## src/psr_regs.vh

```
`ifndef PSR_REGS_VH
`define PSR_REGS_VH

// ==========================================================
// Register offsets
`define PSR_ADDR_STATUS      5'h01
`define PSR_ADDR_ID_UPPER    5'h02
`define PSR_ADDR_ID_LOWER    5'h03

// ==========================================================
// Status word fixed fields
`define PSR_STAT_T4          1'h0
`define PSR_STAT_ABILITIES   4'hf
`define PSR_STAT_RSVD        3'h0
`define PSR_STAT_UNIDIR      1'h1
`define PSR_STAT_NO_PRE      1'h1
`define PSR_STAT_AN_ABLE     1'h1
`define PSR_STAT_EXTENDED    1'h1

// Latched flag reset values
`define PSR_RST_REMOTE_FAULT 1'h0
`define PSR_RST_LINK         1'h0
`define PSR_RST_JABBER       1'h0

// ==========================================================
// Identifier values (arbitrary, neutral)
`define PSR_ORG_ID_HIGH_BITS 16'h1234
`define PSR_ORG_ID_LOW_BITS  6'h2a
`define PSR_MODEL_NUMBER     6'h05
`define PSR_MODEL_REVISION   4'h1

// ==========================================================
// Management frame fields and counts
`define PSR_PREAMBLE_BITS    6'h20
`define PSR_HDR_LAST         4'hb
`define PSR_DATA_LAST        4'hf
`define PSR_OP_READ          2'h2
`define PSR_OP_WRITE         2'h1

`endif

```

## src/psr_status_id.v

```verilog
`timescale 1ns/1ps
`default_nettype none
`include "psr_regs.vh"

module psr_status_id (
  // Clock and reset
  input  wire        sys_clk,
  input  wire        reset_n,
  // Management pins
  input  wire        mdc,
  input  wire        mdio_in,
  output reg         mdio_out,
  output reg         mdio_oe,
  input  wire [4:0]  dev_addr,
  // Link condition inputs
  input  wire        an_complete,
  input  wire        remote_fault_evt,
  input  wire        jabber_evt,
  input  wire        speed_10,
  input  wire        link_good
);

  // ========================================================
  // States
  localparam [5:0] ST_PRE  = 6'b000001;
  localparam [5:0] ST_IDLE = 6'b000010;
  localparam [5:0] ST_ST2  = 6'b000100;
  localparam [5:0] ST_HDR  = 6'b001000;
  localparam [5:0] ST_TA   = 6'b010000;
  localparam [5:0] ST_DATA = 6'b100000;

  reg  [5:0]  state;
  reg  [5:0]  pre_cnt;
  reg  [3:0]  cnt;
  reg  [10:0] hdr;
  reg         is_read;
  reg         hit;
  reg  [15:0] rd_shift;
  reg         mdc_q;
  reg         remote_fault;
  reg         link_latched;
  reg         jabber;
  reg         read_clear;

  wire        rise = mdc & ~mdc_q;
  wire [11:0] full_hdr = {hdr, mdio_in};

  // ========================================================
  // Register read decode
  function [15:0] reg_value;
    input [4:0] addr;
    input       an_c;
    input       rf;
    input       lk;
    input       jb;
    begin
      case (addr)
        `PSR_ADDR_STATUS: begin
          reg_value = {`PSR_STAT_T4,
                       `PSR_STAT_ABILITIES,
                       `PSR_STAT_RSVD,
                       `PSR_STAT_UNIDIR,
                       `PSR_STAT_NO_PRE,
                       an_c,
                       rf,
                       `PSR_STAT_AN_ABLE,
                       lk,
                       jb,
                       `PSR_STAT_EXTENDED};
        end
        `PSR_ADDR_ID_UPPER: begin
          reg_value = `PSR_ORG_ID_HIGH_BITS;
        end
        `PSR_ADDR_ID_LOWER: begin
          reg_value = {`PSR_ORG_ID_LOW_BITS,
                       `PSR_MODEL_NUMBER,
                       `PSR_MODEL_REVISION};
        end
        default: begin
          reg_value = 16'h0000;
        end
      endcase
    end
  endfunction

  // ========================================================
  // Latched flags; a new fault, jabber (only with speed_10 high) or link-down event wins over read clear
  always @(posedge sys_clk or negedge reset_n) begin
    if (!reset_n) begin
      remote_fault <= `PSR_RST_REMOTE_FAULT;
      link_latched <= `PSR_RST_LINK;
      jabber       <= `PSR_RST_JABBER;
    end else begin
      remote_fault <= (remote_fault & ~read_clear) | remote_fault_evt;
      link_latched <= link_good & (link_latched | read_clear);
      jabber       <= (jabber & ~read_clear) | (jabber_evt & speed_10);
    end
  end

  // ========================================================
  // Management frame engine
  always @(posedge sys_clk or negedge reset_n) begin
    if (!reset_n) begin
      state      <= ST_PRE;
      pre_cnt    <= 6'h00;
      cnt        <= 4'h0;
      hdr        <= 11'h000;
      is_read    <= 1'b0;
      hit        <= 1'b0;
      rd_shift   <= 16'h0000;
      mdc_q      <= 1'b0;
      mdio_out   <= 1'b0;
      mdio_oe    <= 1'b0;
      read_clear <= 1'b0;
    end else begin
      mdc_q      <= mdc;
      read_clear <= 1'b0;
      if (rise) begin
        case (state)
          // Full preamble needed after reset, a bad opcode or a bad write turnaround
          ST_PRE: begin
            if (!mdio_in) begin
              pre_cnt <= 6'h00;
            end else if (pre_cnt == `PSR_PREAMBLE_BITS - 6'h01) begin
              pre_cnt <= 6'h00;
              state   <= ST_IDLE;
            end else begin
              pre_cnt <= pre_cnt + 6'h01;
            end
          end
          // Preamble may be suppressed from here on
          ST_IDLE: begin
            if (!mdio_in) begin
              state <= ST_ST2;
            end
          end
          ST_ST2: begin
            cnt   <= 4'h0;
            state <= mdio_in ? ST_HDR : ST_IDLE;
          end
          ST_HDR: begin
            hdr <= full_hdr[10:0];
            if (cnt == `PSR_HDR_LAST) begin
              cnt     <= 4'h0;
              is_read <= (full_hdr[11:10] == `PSR_OP_READ);
              hit     <= (full_hdr[9:5] == dev_addr);
              if (full_hdr[11:10] == `PSR_OP_READ || full_hdr[11:10] == `PSR_OP_WRITE) begin
                state <= ST_TA;
              end else begin
                state <= ST_PRE;
              end
            end else begin
              cnt <= cnt + 4'h1;
            end
          end
          // Turnaround: device drives zero in second bit of a read
          ST_TA: begin
            if (cnt == 4'h0) begin
              cnt <= 4'h1;
              if (is_read) begin
                rd_shift   <= reg_value(hdr[4:0], an_complete, remote_fault,
                                        link_latched, jabber);
                read_clear <= hit & (hdr[4:0] == `PSR_ADDR_STATUS);
                mdio_out   <= 1'b0;
                mdio_oe    <= hit;
              end else if (!mdio_in) begin
                state <= ST_PRE;
              end
            end else begin
              cnt <= 4'h0;
              if (is_read) begin
                mdio_out <= rd_shift[15];
                rd_shift <= {rd_shift[14:0], 1'b0};
                state    <= ST_DATA;
              end else if (mdio_in) begin
                state <= ST_PRE;
              end else begin
                state <= ST_DATA;
              end
            end
          end
          // Data bits; writes are ignored, all bits read-only
          ST_DATA: begin
            if (cnt == `PSR_DATA_LAST) begin
              cnt      <= 4'h0;
              mdio_oe  <= 1'b0;
              mdio_out <= 1'b0;
              state    <= ST_IDLE;
            end else begin
              cnt <= cnt + 4'h1;
              if (is_read) begin
                mdio_out <= rd_shift[15];
                rd_shift <= {rd_shift[14:0], 1'b0};
              end
            end
          end
          default: begin
            state   <= ST_PRE;
            mdio_oe <= 1'b0;
          end
        endcase
      end
    end
  end

endmodule
`default_nettype wire

```

## config.mk

```make
export PLATFORM = sky130hd
export DESIGN_NAME = psr_status_id
export DESIGN_NICKNAME = d
export VERILOG_FILES = /design/src/psr_status_id.v
export VERILOG_INCLUDE_DIRS = /design/src
export SDC_FILE = /design/constraint.sdc
export NUM_CORES = 1
export LEC_CHECK = 0
export BUFFER_PORTS_ARGS = -buffer_cell sky130_fd_sc_hd__clkbuf_2
export CORE_UTILIZATION = 30
export CTS_CLUSTER_SIZE = 10
export DETAILED_ROUTE_END_ITERATION = 6
export SETUP_SLACK_MARGIN = 0.15
export SLEW_MARGIN = 40
export SYNTH_ARGS = -nofsm -noshare
export SYNTH_HDL_FRONTEND = slang
export SYNTH_SLANG_ARGS = --single-unit
```

## constraint.sdc

```tcl
create_clock -name sys_clk -period 6.05 [get_ports sys_clk]
set_clock_uncertainty 0.15 [all_clocks]
set_input_delay 1.21 -clock sys_clk [delete_from_list [all_inputs] [get_ports sys_clk]]
set_output_delay 1.21 -clock sys_clk [all_outputs]
set_load 0.005 [all_outputs]
```

==> results by group, run 1 <==
Timing
  • Actual transition at the worst max-transition pin: between 700 and 800 ps
  • RSZ-0062 raised after global routing: no
  • Final critical-path required period: 2870 ps
  • Timing-limited maximum frequency: 0.348 GHz
  • Hold slack: 341 ps
  • Setup-violating endpoint count in the final report: 0
  • Slew Viols, Final: 0
  • Sum of negative setup slack: 0 ps
  • Post-layout worst setup margin: 3180 ps
  • Final Hold Vio Count: 0
  • Fraction of the cycle the final worst path needs: 0.475
  • Worst slew margin: 0.518

Floorplan
  • Effective utilization at floorplan: 0.309
  • Chip Width: between 90 and 100 um
  • Number of ports placed on the die boundary: 16
  • CORE AREA: 9200 um2
  • Die outline area: 9860 um2
  • Vertical die dimension: between 90 and 100 um
  • Floorplan row count: 35

Detailed routing
  • Wire length the detailed router placed on met1: between 2 and 3 mm
  • WL final: 6.25 mm
  • Detailed-routed wire length on met2: 3.05 mm
  • DRC marker count from the first detailed-route iteration: between 100 and 150
  • Number of vias after detailed routing: 2,212
  • Post-route ant nets: 0
  • Average via count per standard cell: about 5.4
  • DRC violations left: 0
  • Detailed-router iteration count before antenna repair: 4
  • Detailed-route wire length per cell: roughly 15 um
  • Routed wl met3: about 210 um
  • Max layer used: met4

Placement
  • RD Place Congestion: 0.828
  • Buffers on Ports: 15
  • Worst slack at placement: between 2000 and 3000 ps
  • DP HPWL: between 4 and 5 mm

Logic synthesis
  • Area share of the largest cell type after synthesis: 0.450
  • Number of flops mapped to enable cells by yosys: 0
  • Mapped Area: 2840 um2
  • Post-synth net total: 310
  • Post-synth top flop: sky130_fd_sc_hd__dfrtp_1
  • Yosys warning count: 0
  • Total of flip-flops plus latches after synthesis: between 50 and 60
  • Mean area per synthesized cell: just under 10 um2
  • Share of synthesized flip-flops with an asynchronous set or reset: 1.00
  • Part of the Yosys area used for sequential elements: 0.459
  • Top cells by area in the synthesized netlist: sky130_fd_sc_hd__dfrtp_1 45%, sky130_fd_sc_hd__nand2_1 4.4%, sky130_fd_sc_hd__mux2_2 4.4%
  • Count of different cell masters after synthesis: 50
  • Mapped Cells: 292
  • Largest area contributor in the synthesized netlist: sky130_fd_sc_hd__dfrtp_1

CTS
  • Number of sinks handled by clock tree synthesis: 52
  • CTS hold repair buffers: 0
  • CTS tree: built
  • Number of H-tree levels: 2
  • Cell at the root of the clock tree: sky130_fd_sc_hd__clkbuf_8
  • Post-cts sizing count: 0
  • Maximum buffer depth of the clock tree: 2
  • Clock edge transition at the registers on the reported setup and hold paths: between 100 and 150 ps
  • CTS buffer count: 5
  • Count of buffers added by post-CTS timing repair for setup: 0
  • Clock insertion delay at the later pin of the skew report: about 320 ps

Layout
  • Filler cells: between 900 and 1k
  • Area used by sequential logic in the layout: 1300 um2
  • Multi-input logic area: 1420 um2
  • Area growth, synth to finish: 8.55%
  • Fraction of final layout cells sized beyond drive strength 1: 0.169
  • Most common library cell in the layout ignoring fill and taps: sky130_fd_sc_hd__dfrtp_1
  • Number of nets in the finished design: 318
  • Inserted Diodes: 0
  • Leading cell types in the layout, fill and taps excluded: 51 x sky130_fd_sc_hd__dfrtp_1, 33 x sky130_fd_sc_hd__nand2_1, 21 x sky130_fd_sc_hd__o21ai_0

Global route
  • Remaining global-route overflow: 0
  • Global-route total usage across every layer: 0.135
  • Pin count of the biggest net entering global routing: 53
  • Via count of the first global-routing pass: about 2.2k
  • Global-route wire length before repair: around 11 mm
  • Antenna violations before repair: 0

Worst setup path
  • CP startpoint: mdc
  • Worst Path Class, Setup: input port to flop
  • Critical Path RT: 6140 ps
  • Endpoint kind of the worst setup timing path: flop
  • Reg2Reg Setup Slack: 3460 ps
  • Startpoint types: input port
  • Start of the worst register-to-register path: state[2]
  • Arrival time of data at the critical path endpoint: 2970 ps
  • Maximum fanout count along the critical path: 14

Power and ir drop
  • Share of total power consumed by net switching: 0.366
  • Part of the total power dissipated in sequential elements: 0.473
  • Cell-internal power: 569 uW
  • Power density normalized to cell area: 291 nW/um2
  • Maximum VDD drop: 0.000131 V
  • Static Leakage: 1.33 nW
  • Proportion of power drawn by the clock network: 0.236
  • Overall power after layout: 897 uW
  • Net Sw Power: between 300 and 400 uW
  • Gate power share: 0.291

Hold path
  • Beginning of the worst hold path: rd_shift[8]
  • HP Class: flop to flop

Job
  • Max capacitance violation total: 0

Outcome
  • Run status: finished clean
==> path summary, 6_finish.rpt <==
| kind | to | cells after the start |
|---|---|---|
| setup reg to reg | rd_shift[3] | 5 |
| min in group asynchronous | jabber | 2 |
| setup / recovery | hit | 6 |
| max in group asynchronous | rd_shift[4] | 2 |
| hold / removal | rd_shift[8] | 2 |
| hold reg to reg | rd_shift[8] | 2 |
==> cell families (layout without fill, tap and decap cells) <==
| family | Yosys count | count (layout) | share of synthesized area |
|---|---|---|---|
| xor gates and xnor gates | 7 | 7 | 0.0216 |
| and+or+nand+nor | 114 | 114 | 0.203 |
| AOI/OAI and AO/OA | 76 | 76 | 0.190 |
| DFF | 52 | 52 | 0.459 |
| buffers and inverters | 24 | 33 | 0.0441 |
| muxes | 15 | 15 | 0.0648 |
| adders and majority gates | 4 | 4 | 0.0176 |
==> registers in the layout, summed over array words and instances, names as in the netlist, 4 cells and up <==
register and count:
cnt 4, rd_shift 16, state 6, pre_cnt 6, hdr 11
==> power groups by stage <==
stage                     sequential [mW]  combinational (mW)  clock, mW
final                               0.424               0.261      0.212
after global routing                0.430               0.293      0.230
after CTS                           0.421               0.259      0.222
after detailed placement            0.427               0.258          0
after global placement              0.428               0.253          0
after floorplan                     0.395               0.232          0
==> layout make-up <==
class,count,area share
clock buffer,5,0.0223
clock inverter,3,0.00853
inverter,7,0.00853
multi-input combinational,216,0.461
sequential,52,0.423
tap,111,0.0451
timing repair buffer,18,0.0317
==> worst max-delay path: stages <==
cell and delay, ps:
sky130_fd_sc_hd__clkbuf_2 90, sky130_fd_sc_hd__nor2b_1 430, sky130_fd_sc_hd__nand3_1 530, sky130_fd_sc_hd__nor3_1 460
sky130_fd_sc_hd__nand4_1 140, sky130_fd_sc_hd__o21ai_0 100
==> cells in the mapped netlist (all sizes together), types with 4 or more instances <==
cell / n
dfrtp: 51
nand2: 33
o21ai: 22
nor2: 20
a21oi: 16
mux2: 15
nand3: 13
nor3: 11
buf: 9
clkbuf: 8
a22o: 7
inv: 7
nor4: 7
nand2b: 6
nor2b: 6
o31ai: 6
a21o: 5
o22ai: 5
a32o: 4
ha: 4
xor2: 4
==> layer usage <==
| layer | up-vias | track usage |
|---|---|---|
| met5 | - | 0 |
| li1 | 1078 | - |
| met3 | 8 | 0.0260 |
| met2 | 40 | 0.223 |
| met4 | 0 | 0.0452 |
| met1 | 1086 | 0.178 |
==> through the flow <==
step | instance area [um2] | utilization | cells
3_3_place_gp | 2980 | 0.324 | 404
4_1_cts | 3070 | 0.334 | 412
3_5_place_dp | 2980 | 0.324 | 404
5_1_grt | 3080 | 0.335 | 412
2_1_floorplan | 2840 | - | 292
6_report | 3080 | 0.335 | 412
Power figures use the tool's default switching activity.
==> run 2, diff against run 1 <==
Clock period 6.05 ns to 2.65 ns, I/O delays scaled along.
==> results by group, run 2 (synthesis gave the netlist of run 1 again) <==
Timing
  • Setup-violating endpoint count in the final report: 0 (unchanged)
  • Worst slew margin: 0.582 (+0.0643)
  • Actual transition at the worst max-transition pin: 626 ps (-94.9 ps)
  • Final critical-path required period: 2430 ps
  • Timing-limited maximum frequency: 0.412 GHz
  • RSZ-0062 raised after global routing: no
  • Sum of negative setup slack: 0 ps (unchanged)
  • Post-layout worst setup margin: 224 ps (-2950 ps)
  • Slew Viols, Final: 0 (unchanged)
  • Hold slack: 62.0 ps (-279 ps)
  • Fraction of the cycle the final worst path needs: 0.915
  • Final Hold Vio Count: 0 (unchanged)

CTS
  • CTS buffer count: 5 (unchanged)
  • Number of H-tree levels: 2 (unchanged)
  • Post-cts sizing count: 0 (unchanged)
  • Maximum buffer depth of the clock tree: 2 (unchanged)
  • Clock insertion delay at the later pin of the skew report: 310 ps (about the same)
  • Count of buffers added by post-CTS timing repair for setup: 0 (unchanged)
  • Clock edge transition at the registers on the reported setup and hold paths: 100 ps (about the same)
  • Cell at the root of the clock tree: sky130_fd_sc_hd__clkbuf_8
  • Number of sinks handled by clock tree synthesis: 52 (unchanged)
  • CTS tree: built
  • CTS hold repair buffers: 0 (unchanged)

Floorplan
  • Effective utilization at floorplan: 0.309 (unchanged)
  • CORE AREA: 9200 um2 (unchanged)
  • Die outline area: 9860 um2 (unchanged)
  • Vertical die dimension: 99.3 um (unchanged)
  • Number of ports placed on the die boundary: 16 (unchanged)
  • Floorplan row count: 35 (unchanged)
  • Chip Width: 99.3 um (unchanged)

Layout
  • Fraction of the core area covered by cells at the end of the flow: 0.347 (+0.0122)
  • Area growth, synth to finish: 12.5%
  • Number of flip-flops under the largest register name: 16 (unchanged)
  • Post-layout instance count excluding filler cells: 424 (+2.9%)
  • Final standard cell area without fillers: 3190 um2 (+3.7%)
  • Fraction of final layout cells sized beyond drive strength 1: 0.195 (+0.0255)
  • Most flop-heavy register: rd_shift
  • Inserted Diodes: 0 (unchanged)
  • Leading cell types in the layout, fill and taps excluded: 51 x sky130_fd_sc_hd__dfrtp_1, 33 x sky130_fd_sc_hd__nand2_1, 21 x sky130_fd_sc_hd__o21ai_0
  • Most common library cell in the layout ignoring fill and taps: sky130_fd_sc_hd__dfrtp_1
  • Leading registers by flop count: rd_shift x16, hdr x11
  • Number of nets in the finished design: 330 (+3.8%)

Global route
  • Global-route total usage across every layer: 0.139 (+0.00344)
  • Via count of the first global-routing pass: 2,182 (+1.1%)
  • Pin count of the biggest net entering global routing: 32 (-40%)
  • Antenna violations before repair: 0 (unchanged)
  • Global-route wire length before repair: 11.0 mm (+3.0%)
  • Remaining global-route overflow: 0 (unchanged)

Detailed routing
  • Detailed-route wire length per cell: 14.9 um (-2.1%)
  • DRC violations left: 0 (unchanged)
  • Number of vias after detailed routing: 2,260 (+2.2%)
  • Average via count per standard cell: 5.33 (-0.72%)
  • Detailed-router iteration count before antenna repair: 4 (unchanged)
  • Post-route ant nets: 0 (unchanged)
  • DRC marker count from the first detailed-route iteration: 213 (+55%)
  • WL final: 6.30 mm (+0.75%)

Placement
  • Number of cells after detailed placement: 416 (+3.0%)
  • DP HPWL: 4.67 mm (+4.8%)
  • Buffers on Ports: 15 (unchanged)
  • Placement Cell Area: 3080 um2 (+3.4%)
  • RD Place Congestion: 0.926 (+12%)
  • Worst slack at placement: 272 ps (-2550 ps)

Job
  • Max capacitance violation total: 0 (unchanged)

Power and ir drop
  • Maximum VDD drop: 0.000237 V (+80%)
  • Cell-internal power: 1.45 mW (+150%)
  • Proportion of power drawn by the clock network: 0.262 (+0.026)
  • Overall power after layout: 2.20 mW (+140%)
  • Part of the total power dissipated in sequential elements: 0.432 (-0.041)
  • Net Sw Power: 750 uW (+130%)
  • Power density normalized to cell area: 687 nW/um2 (+140%)
  • Static Leakage: 1.41 nW (+6.1%)
  • Share of total power consumed by net switching: 0.342 (-0.0248)
  • Gate power share: 0.306 (+0.015)

Worst setup path
  • Endpoint kind of the worst setup timing path: flop
  • Reg2Reg Setup Slack: 220 ps (-3240 ps)
  • Startpoint types: flop
  • Maximum fanout count along the critical path: 11 (-3)
  • Worst Path Class, Setup: flop to flop
  • Critical Path RT: 2710 ps (-3430 ps)
  • Arrival time of data at the critical path endpoint: 2480 ps (-490 ps)

Outcome
  • Run status: finished clean

Hold path
  • HP Class: input port to asynchronous set/reset pin
-- run 2: cell count changes in the layout (fill, tap and decap cells not counted), sizes merged --
cell,previous run,this run
clkinvlp,2,0
bufinv,0,1
clkinv,0,1
buf,3,15
-- run 2: power by group through the flow --
stage | sequential [mW] | clock, mW | combinational (mW)
2_1_floorplan | 0.902 | 0 | 0.529
3_3_place_gp | 0.960 | 0 | 0.664
3_5_place_dp | 0.965 | 0 | 0.668
4_1_cts | 0.949 | 0.589 | 0.671
5_1_grt | 0.964 | 0.618 | 0.757
6_report | 0.948 | 0.575 | 0.672
-- run 2: critical path, cell delays in order, from the launching register on --
cell and delay [ps]:
sky130_fd_sc_hd__dfrtp_1 510, sky130_fd_sc_hd__or4b_1 580, sky130_fd_sc_hd__or3_1 410, sky130_fd_sc_hd__o2111ai_4 340, sky130_fd_sc_hd__mux2_4 330
-- run 2: layer usage --
layer  wire length, um  GRT usage  vias up
li1                  -          -     1099
met1              3140      0.203     1108
met2              2860      0.206       43
met3               191     0.0239       10
met4               108     0.0486        0
met5                 0          0        -
-- run 2: path summary, 6_finish.rpt --
kind,from,end,cells past startpoint
max,state[5],state[1],4
min,reset_n,jabber,1
max reg2reg,state[5],state[1],4
min reg2reg,rd_shift[10],rd_shift[10],2
max in group asynchronous,reset_n,is_read,2
min in group sys_clk,mdc,mdc_q,1
-- run 2: cell type report --
| type | count | area (um2) |
|---|---|---|
| flip-flops and latches | 52 | 1300 |
| multi-input cells | 216 | 1410 |
| inverters | 7 | 26.3 |
| fillers | 958 | 6000 |
| clock inverters | 3 | 46.3 |
| well taps | 111 | 139 |
| repair buffers | 30 | 200 |
| clock buffers | 5 | 68.8 |
==> run 3, diff against run 2 <==
Settings changed: ABC_AREA set to 1.
==> results by group, run 3 <==
Floorplan
  • Floorplan row count: 36 (+2.9%)
  • Chip Width: 104 um (+4.9%)
  • Number of ports placed on the die boundary: 16 (unchanged)
  • CORE AREA: 9950 um2 (+8.2%)
  • Die outline area: 10,800 um2 (+10%)
  • Effective utilization at floorplan: 0.314 (+0.00552)
  • Vertical die dimension: 104 um (+4.9%)

Global route
  • Remaining global-route overflow: 0 (unchanged)
  • Global-route total usage across every layer: 0.143 (+0.00415)
  • Via count of the first global-routing pass: 2,666 (+22%)
  • Global-route wire length before repair: 12.6 mm (+15%)
  • Pin count of the biggest net entering global routing: 29 (-9.4%)
  • Antenna violations before repair: 0 (unchanged)

Timing
  • RSZ-0062 raised after global routing: no
  • Actual transition at the worst max-transition pin: 649 ps (+22.2 ps)
  • Final Hold Vio Count: 0 (unchanged)
  • Slew Viols, Final: 0 (unchanged)
  • Setup-violating endpoint count in the final report: 0 (unchanged)
  • Final critical-path required period: 1990 ps (-434 ps)
  • Fraction of the cycle the final worst path needs: 0.752 (-0.164)
  • Sum of negative setup slack: 0 ps (unchanged)
  • Timing-limited maximum frequency: 0.502 GHz (+22%)
  • Worst slew margin: 0.568 (-0.0148)

Worst setup path
  • Worst Path Class, Setup: flop to flop
  • Critical Path RT: 2720 ps (about the same)
  • Maximum fanout count along the critical path: 10 (-1)
  • Endpoint kind of the worst setup timing path: flop
  • Startpoint types: flop
  • Arrival time of data at the critical path endpoint: 2060 ps (-420 ps)

Outcome
  • Run status: finished clean

Hold path
  • HP Class: input port to asynchronous set/reset pin

Layout
  • Number of nets in the finished design: 467 (+42%)
  • Leading cell types in the layout, fill and taps excluded: 135 x sky130_fd_sc_hd__nand2_1, 51 x sky130_fd_sc_hd__dfrtp_1, 49 x sky130_fd_sc_hd__inv_1
  • Fraction of final layout cells sized beyond drive strength 1: 0.140 (-0.0549)
  • Number of flip-flops under the largest register name: 16 (unchanged)
  • Inserted Diodes: 0 (unchanged)
  • Filler cells: 1,074 (+12%)
  • Fraction of the core area covered by cells at the end of the flow: 0.347 (about the same)
  • Most common library cell in the layout ignoring fill and taps: sky130_fd_sc_hd__nand2_1
  • Multi-input logic area: 1580 um2 (+12%)
  • Most flop-heavy register: rd_shift
  • Area growth, synth to finish: 10.4%
  • Area used by sequential logic in the layout: 1300 um2 (unchanged)
  • Leading registers by flop count: rd_shift x16, hdr x11

CTS
  • CTS tree: built
  • Clock insertion delay at the later pin of the skew report: 320 ps (about the same)
  • Cell at the root of the clock tree: sky130_fd_sc_hd__clkbuf_8
  • Number of sinks handled by clock tree synthesis: 52 (unchanged)
  • Maximum buffer depth of the clock tree: 2 (unchanged)
  • Number of H-tree levels: 2 (unchanged)
  • CTS buffer count: 5 (unchanged)
  • Clock edge transition at the registers on the reported setup and hold paths: 110 ps (about the same)
  • CTS hold repair buffers: 0 (unchanged)
  • Post-cts sizing count: 0 (unchanged)
  • Count of buffers added by post-CTS timing repair for setup: 0 (unchanged)

Logic synthesis
  • Top cells by area in the synthesized netlist: sky130_fd_sc_hd__dfrtp_1 41%, sky130_fd_sc_hd__nand2_1 16%, sky130_fd_sc_hd__inv_1 5.9%
  • Number of flops mapped to enable cells by yosys: 0 (unchanged)
  • Post-synth net total: 448 (+45%)
  • Leading cell type by number of instances after synthesis: sky130_fd_sc_hd__nand2_1
  • Largest area contributor in the synthesized netlist: sky130_fd_sc_hd__dfrtp_1
  • Post-synth top flop: sky130_fd_sc_hd__dfrtp_1
  • Share of synthesized flip-flops with an asynchronous set or reset: 1.00 (unchanged)
  • Count of different cell masters after synthesis: 32 (-36%)
  • Mapped Area: 3130 um2 (+10%)
  • Total of flip-flops plus latches after synthesis: 52 (unchanged)
  • Most instantiated cells after synthesis: 135 x sky130_fd_sc_hd__nand2_1, 51 x sky130_fd_sc_hd__dfrtp_1, 49 x sky130_fd_sc_hd__inv_1
  • Part of the Yosys area used for sequential elements: 0.416 (-0.0424)
  • Area share of the largest cell type after synthesis: 0.408 (-0.0415)
  • Mapped Cells: 430 (+47%)
  • Yosys warning count: 0 (unchanged)
  • Mean area per synthesized cell: 7.27 um2 (-25%)

Detailed routing
  • DRC marker count from the first detailed-route iteration: 131 (-38%)
  • Post-route ant nets: 0 (unchanged)
  • Average via count per standard cell: 4.65 (-13%)
  • Number of vias after detailed routing: 2,713 (+20%)
  • Detailed-route wire length per cell: 12.1 um (-19%)
  • DRC violations left: 0 (unchanged)
  • Detailed-router iteration count before antenna repair: 4 (unchanged)
  • WL final: 7.05 mm (+12%)

Power and ir drop
  • Static Leakage: 1.66 nW (+18%)
  • Power density normalized to cell area: 749 nW/um2 (+9.0%)
  • Maximum VDD drop: 0.000288 V (+22%)

Placement
  • DP HPWL: 5.24 mm (+12%)
  • Buffers on Ports: 15 (unchanged)
  • RD Place Congestion: 0.856 (-7.6%)

Job
  • Max capacitance violation total: 0 (unchanged)
[run 3: changes by cell type after synthesis, moves of 11 or more]
cell                      previous run  this run
sky130_fd_sc_hd__nand2_1            33       135
sky130_fd_sc_hd__inv_1               7        49
sky130_fd_sc_hd__nor2_1             20        47
sky130_fd_sc_hd__o21ai_0            21        35
sky130_fd_sc_hd__mux2_2             11         0
[run 3: metal layers]
| metal | share of wire | up-vias | track usage |
|---|---|---|---|
| li1 | - | 1405 | - |
| met4 | 0.013 | 0 | 0.0429 |
| met1 | 0.52 | 1259 | 0.201 |
| met3 | 0.038 | 6 | 0.0288 |
| met2 | 0.43 | 43 | 0.220 |
| met5 | 0 | - | 0 |
[run 3: cell type report]
class,instances,share of cell area
clock buffer,6,0.0239
clock inverter,2,0.00398
inverter,52,0.0565
multi-input combinational,318,0.458
sequential,52,0.377
tap,133,0.0482
timing repair buffer,20,0.0326
[run 3: cell families after synthesis]
family | share of synthesized area
and+or+nand+nor | 0.333
xor gates and xnor gates | 0.0252
adders and majority gates | 0.0160
buffers and inverters | 0.0780
AOI/OAI and AO/OA | 0.132
DFF | 0.416
[run 3: path summary, 6_finish.rpt]
kind,from,end,slack (ps),depth (start not counted)
min in group sys_clk,mdc,mdc_q,180,1
worst min register to register,mdio_oe,mdio_oe,330,2
worst min-delay path,reset_n,rd_shift[1],80,1
worst max register to register,cnt[0],rd_shift[5],660,11
worst max-delay path,cnt[0],rd_shift[5],660,11
max in group asynchronous,reset_n,hit,1610,2
[run 3: critical path, cell delays in order (launching register included)]
cell,delay (ps)
sky130_fd_sc_hd__dfrtp_1,420
sky130_fd_sc_hd__inv_1,90
sky130_fd_sc_hd__ha_1,200
sky130_fd_sc_hd__nand2_2,130
sky130_fd_sc_hd__inv_1,170
sky130_fd_sc_hd__nand2_2,170
sky130_fd_sc_hd__inv_2,180
sky130_fd_sc_hd__nand2_1,140
sky130_fd_sc_hd__nor2_1,110
sky130_fd_sc_hd__nor2_1,40
sky130_fd_sc_hd__nand2_1,50
sky130_fd_sc_hd__nand2_1,50
[run 3: power by group]
group          switching, mW  internal [mW]  total [mW]
clock                  0.285          0.214       0.499
sequential             0.145          0.955        1.10
combinational          0.659          0.330       0.990
total                   1.09           1.50        2.59
[run 3: stage by stage]
stage | total power, mW | hold slack (ps) | instances | setup WS, ps | area [um2]
floorplan | 1.85 | 84.4 | 430 | 994 | 3130
global placement | 2.07 | 316 | 575 | 713 | 3360
detailed placement | 2.10 | 315 | 575 | 690 | 3360
CTS | 2.61 | 131 | 583 | 669 | 3450
global route | 2.81 | 132 | 583 | 396 | 3450
finish | 2.59 | 78.2 | 583 | 658 | 3450
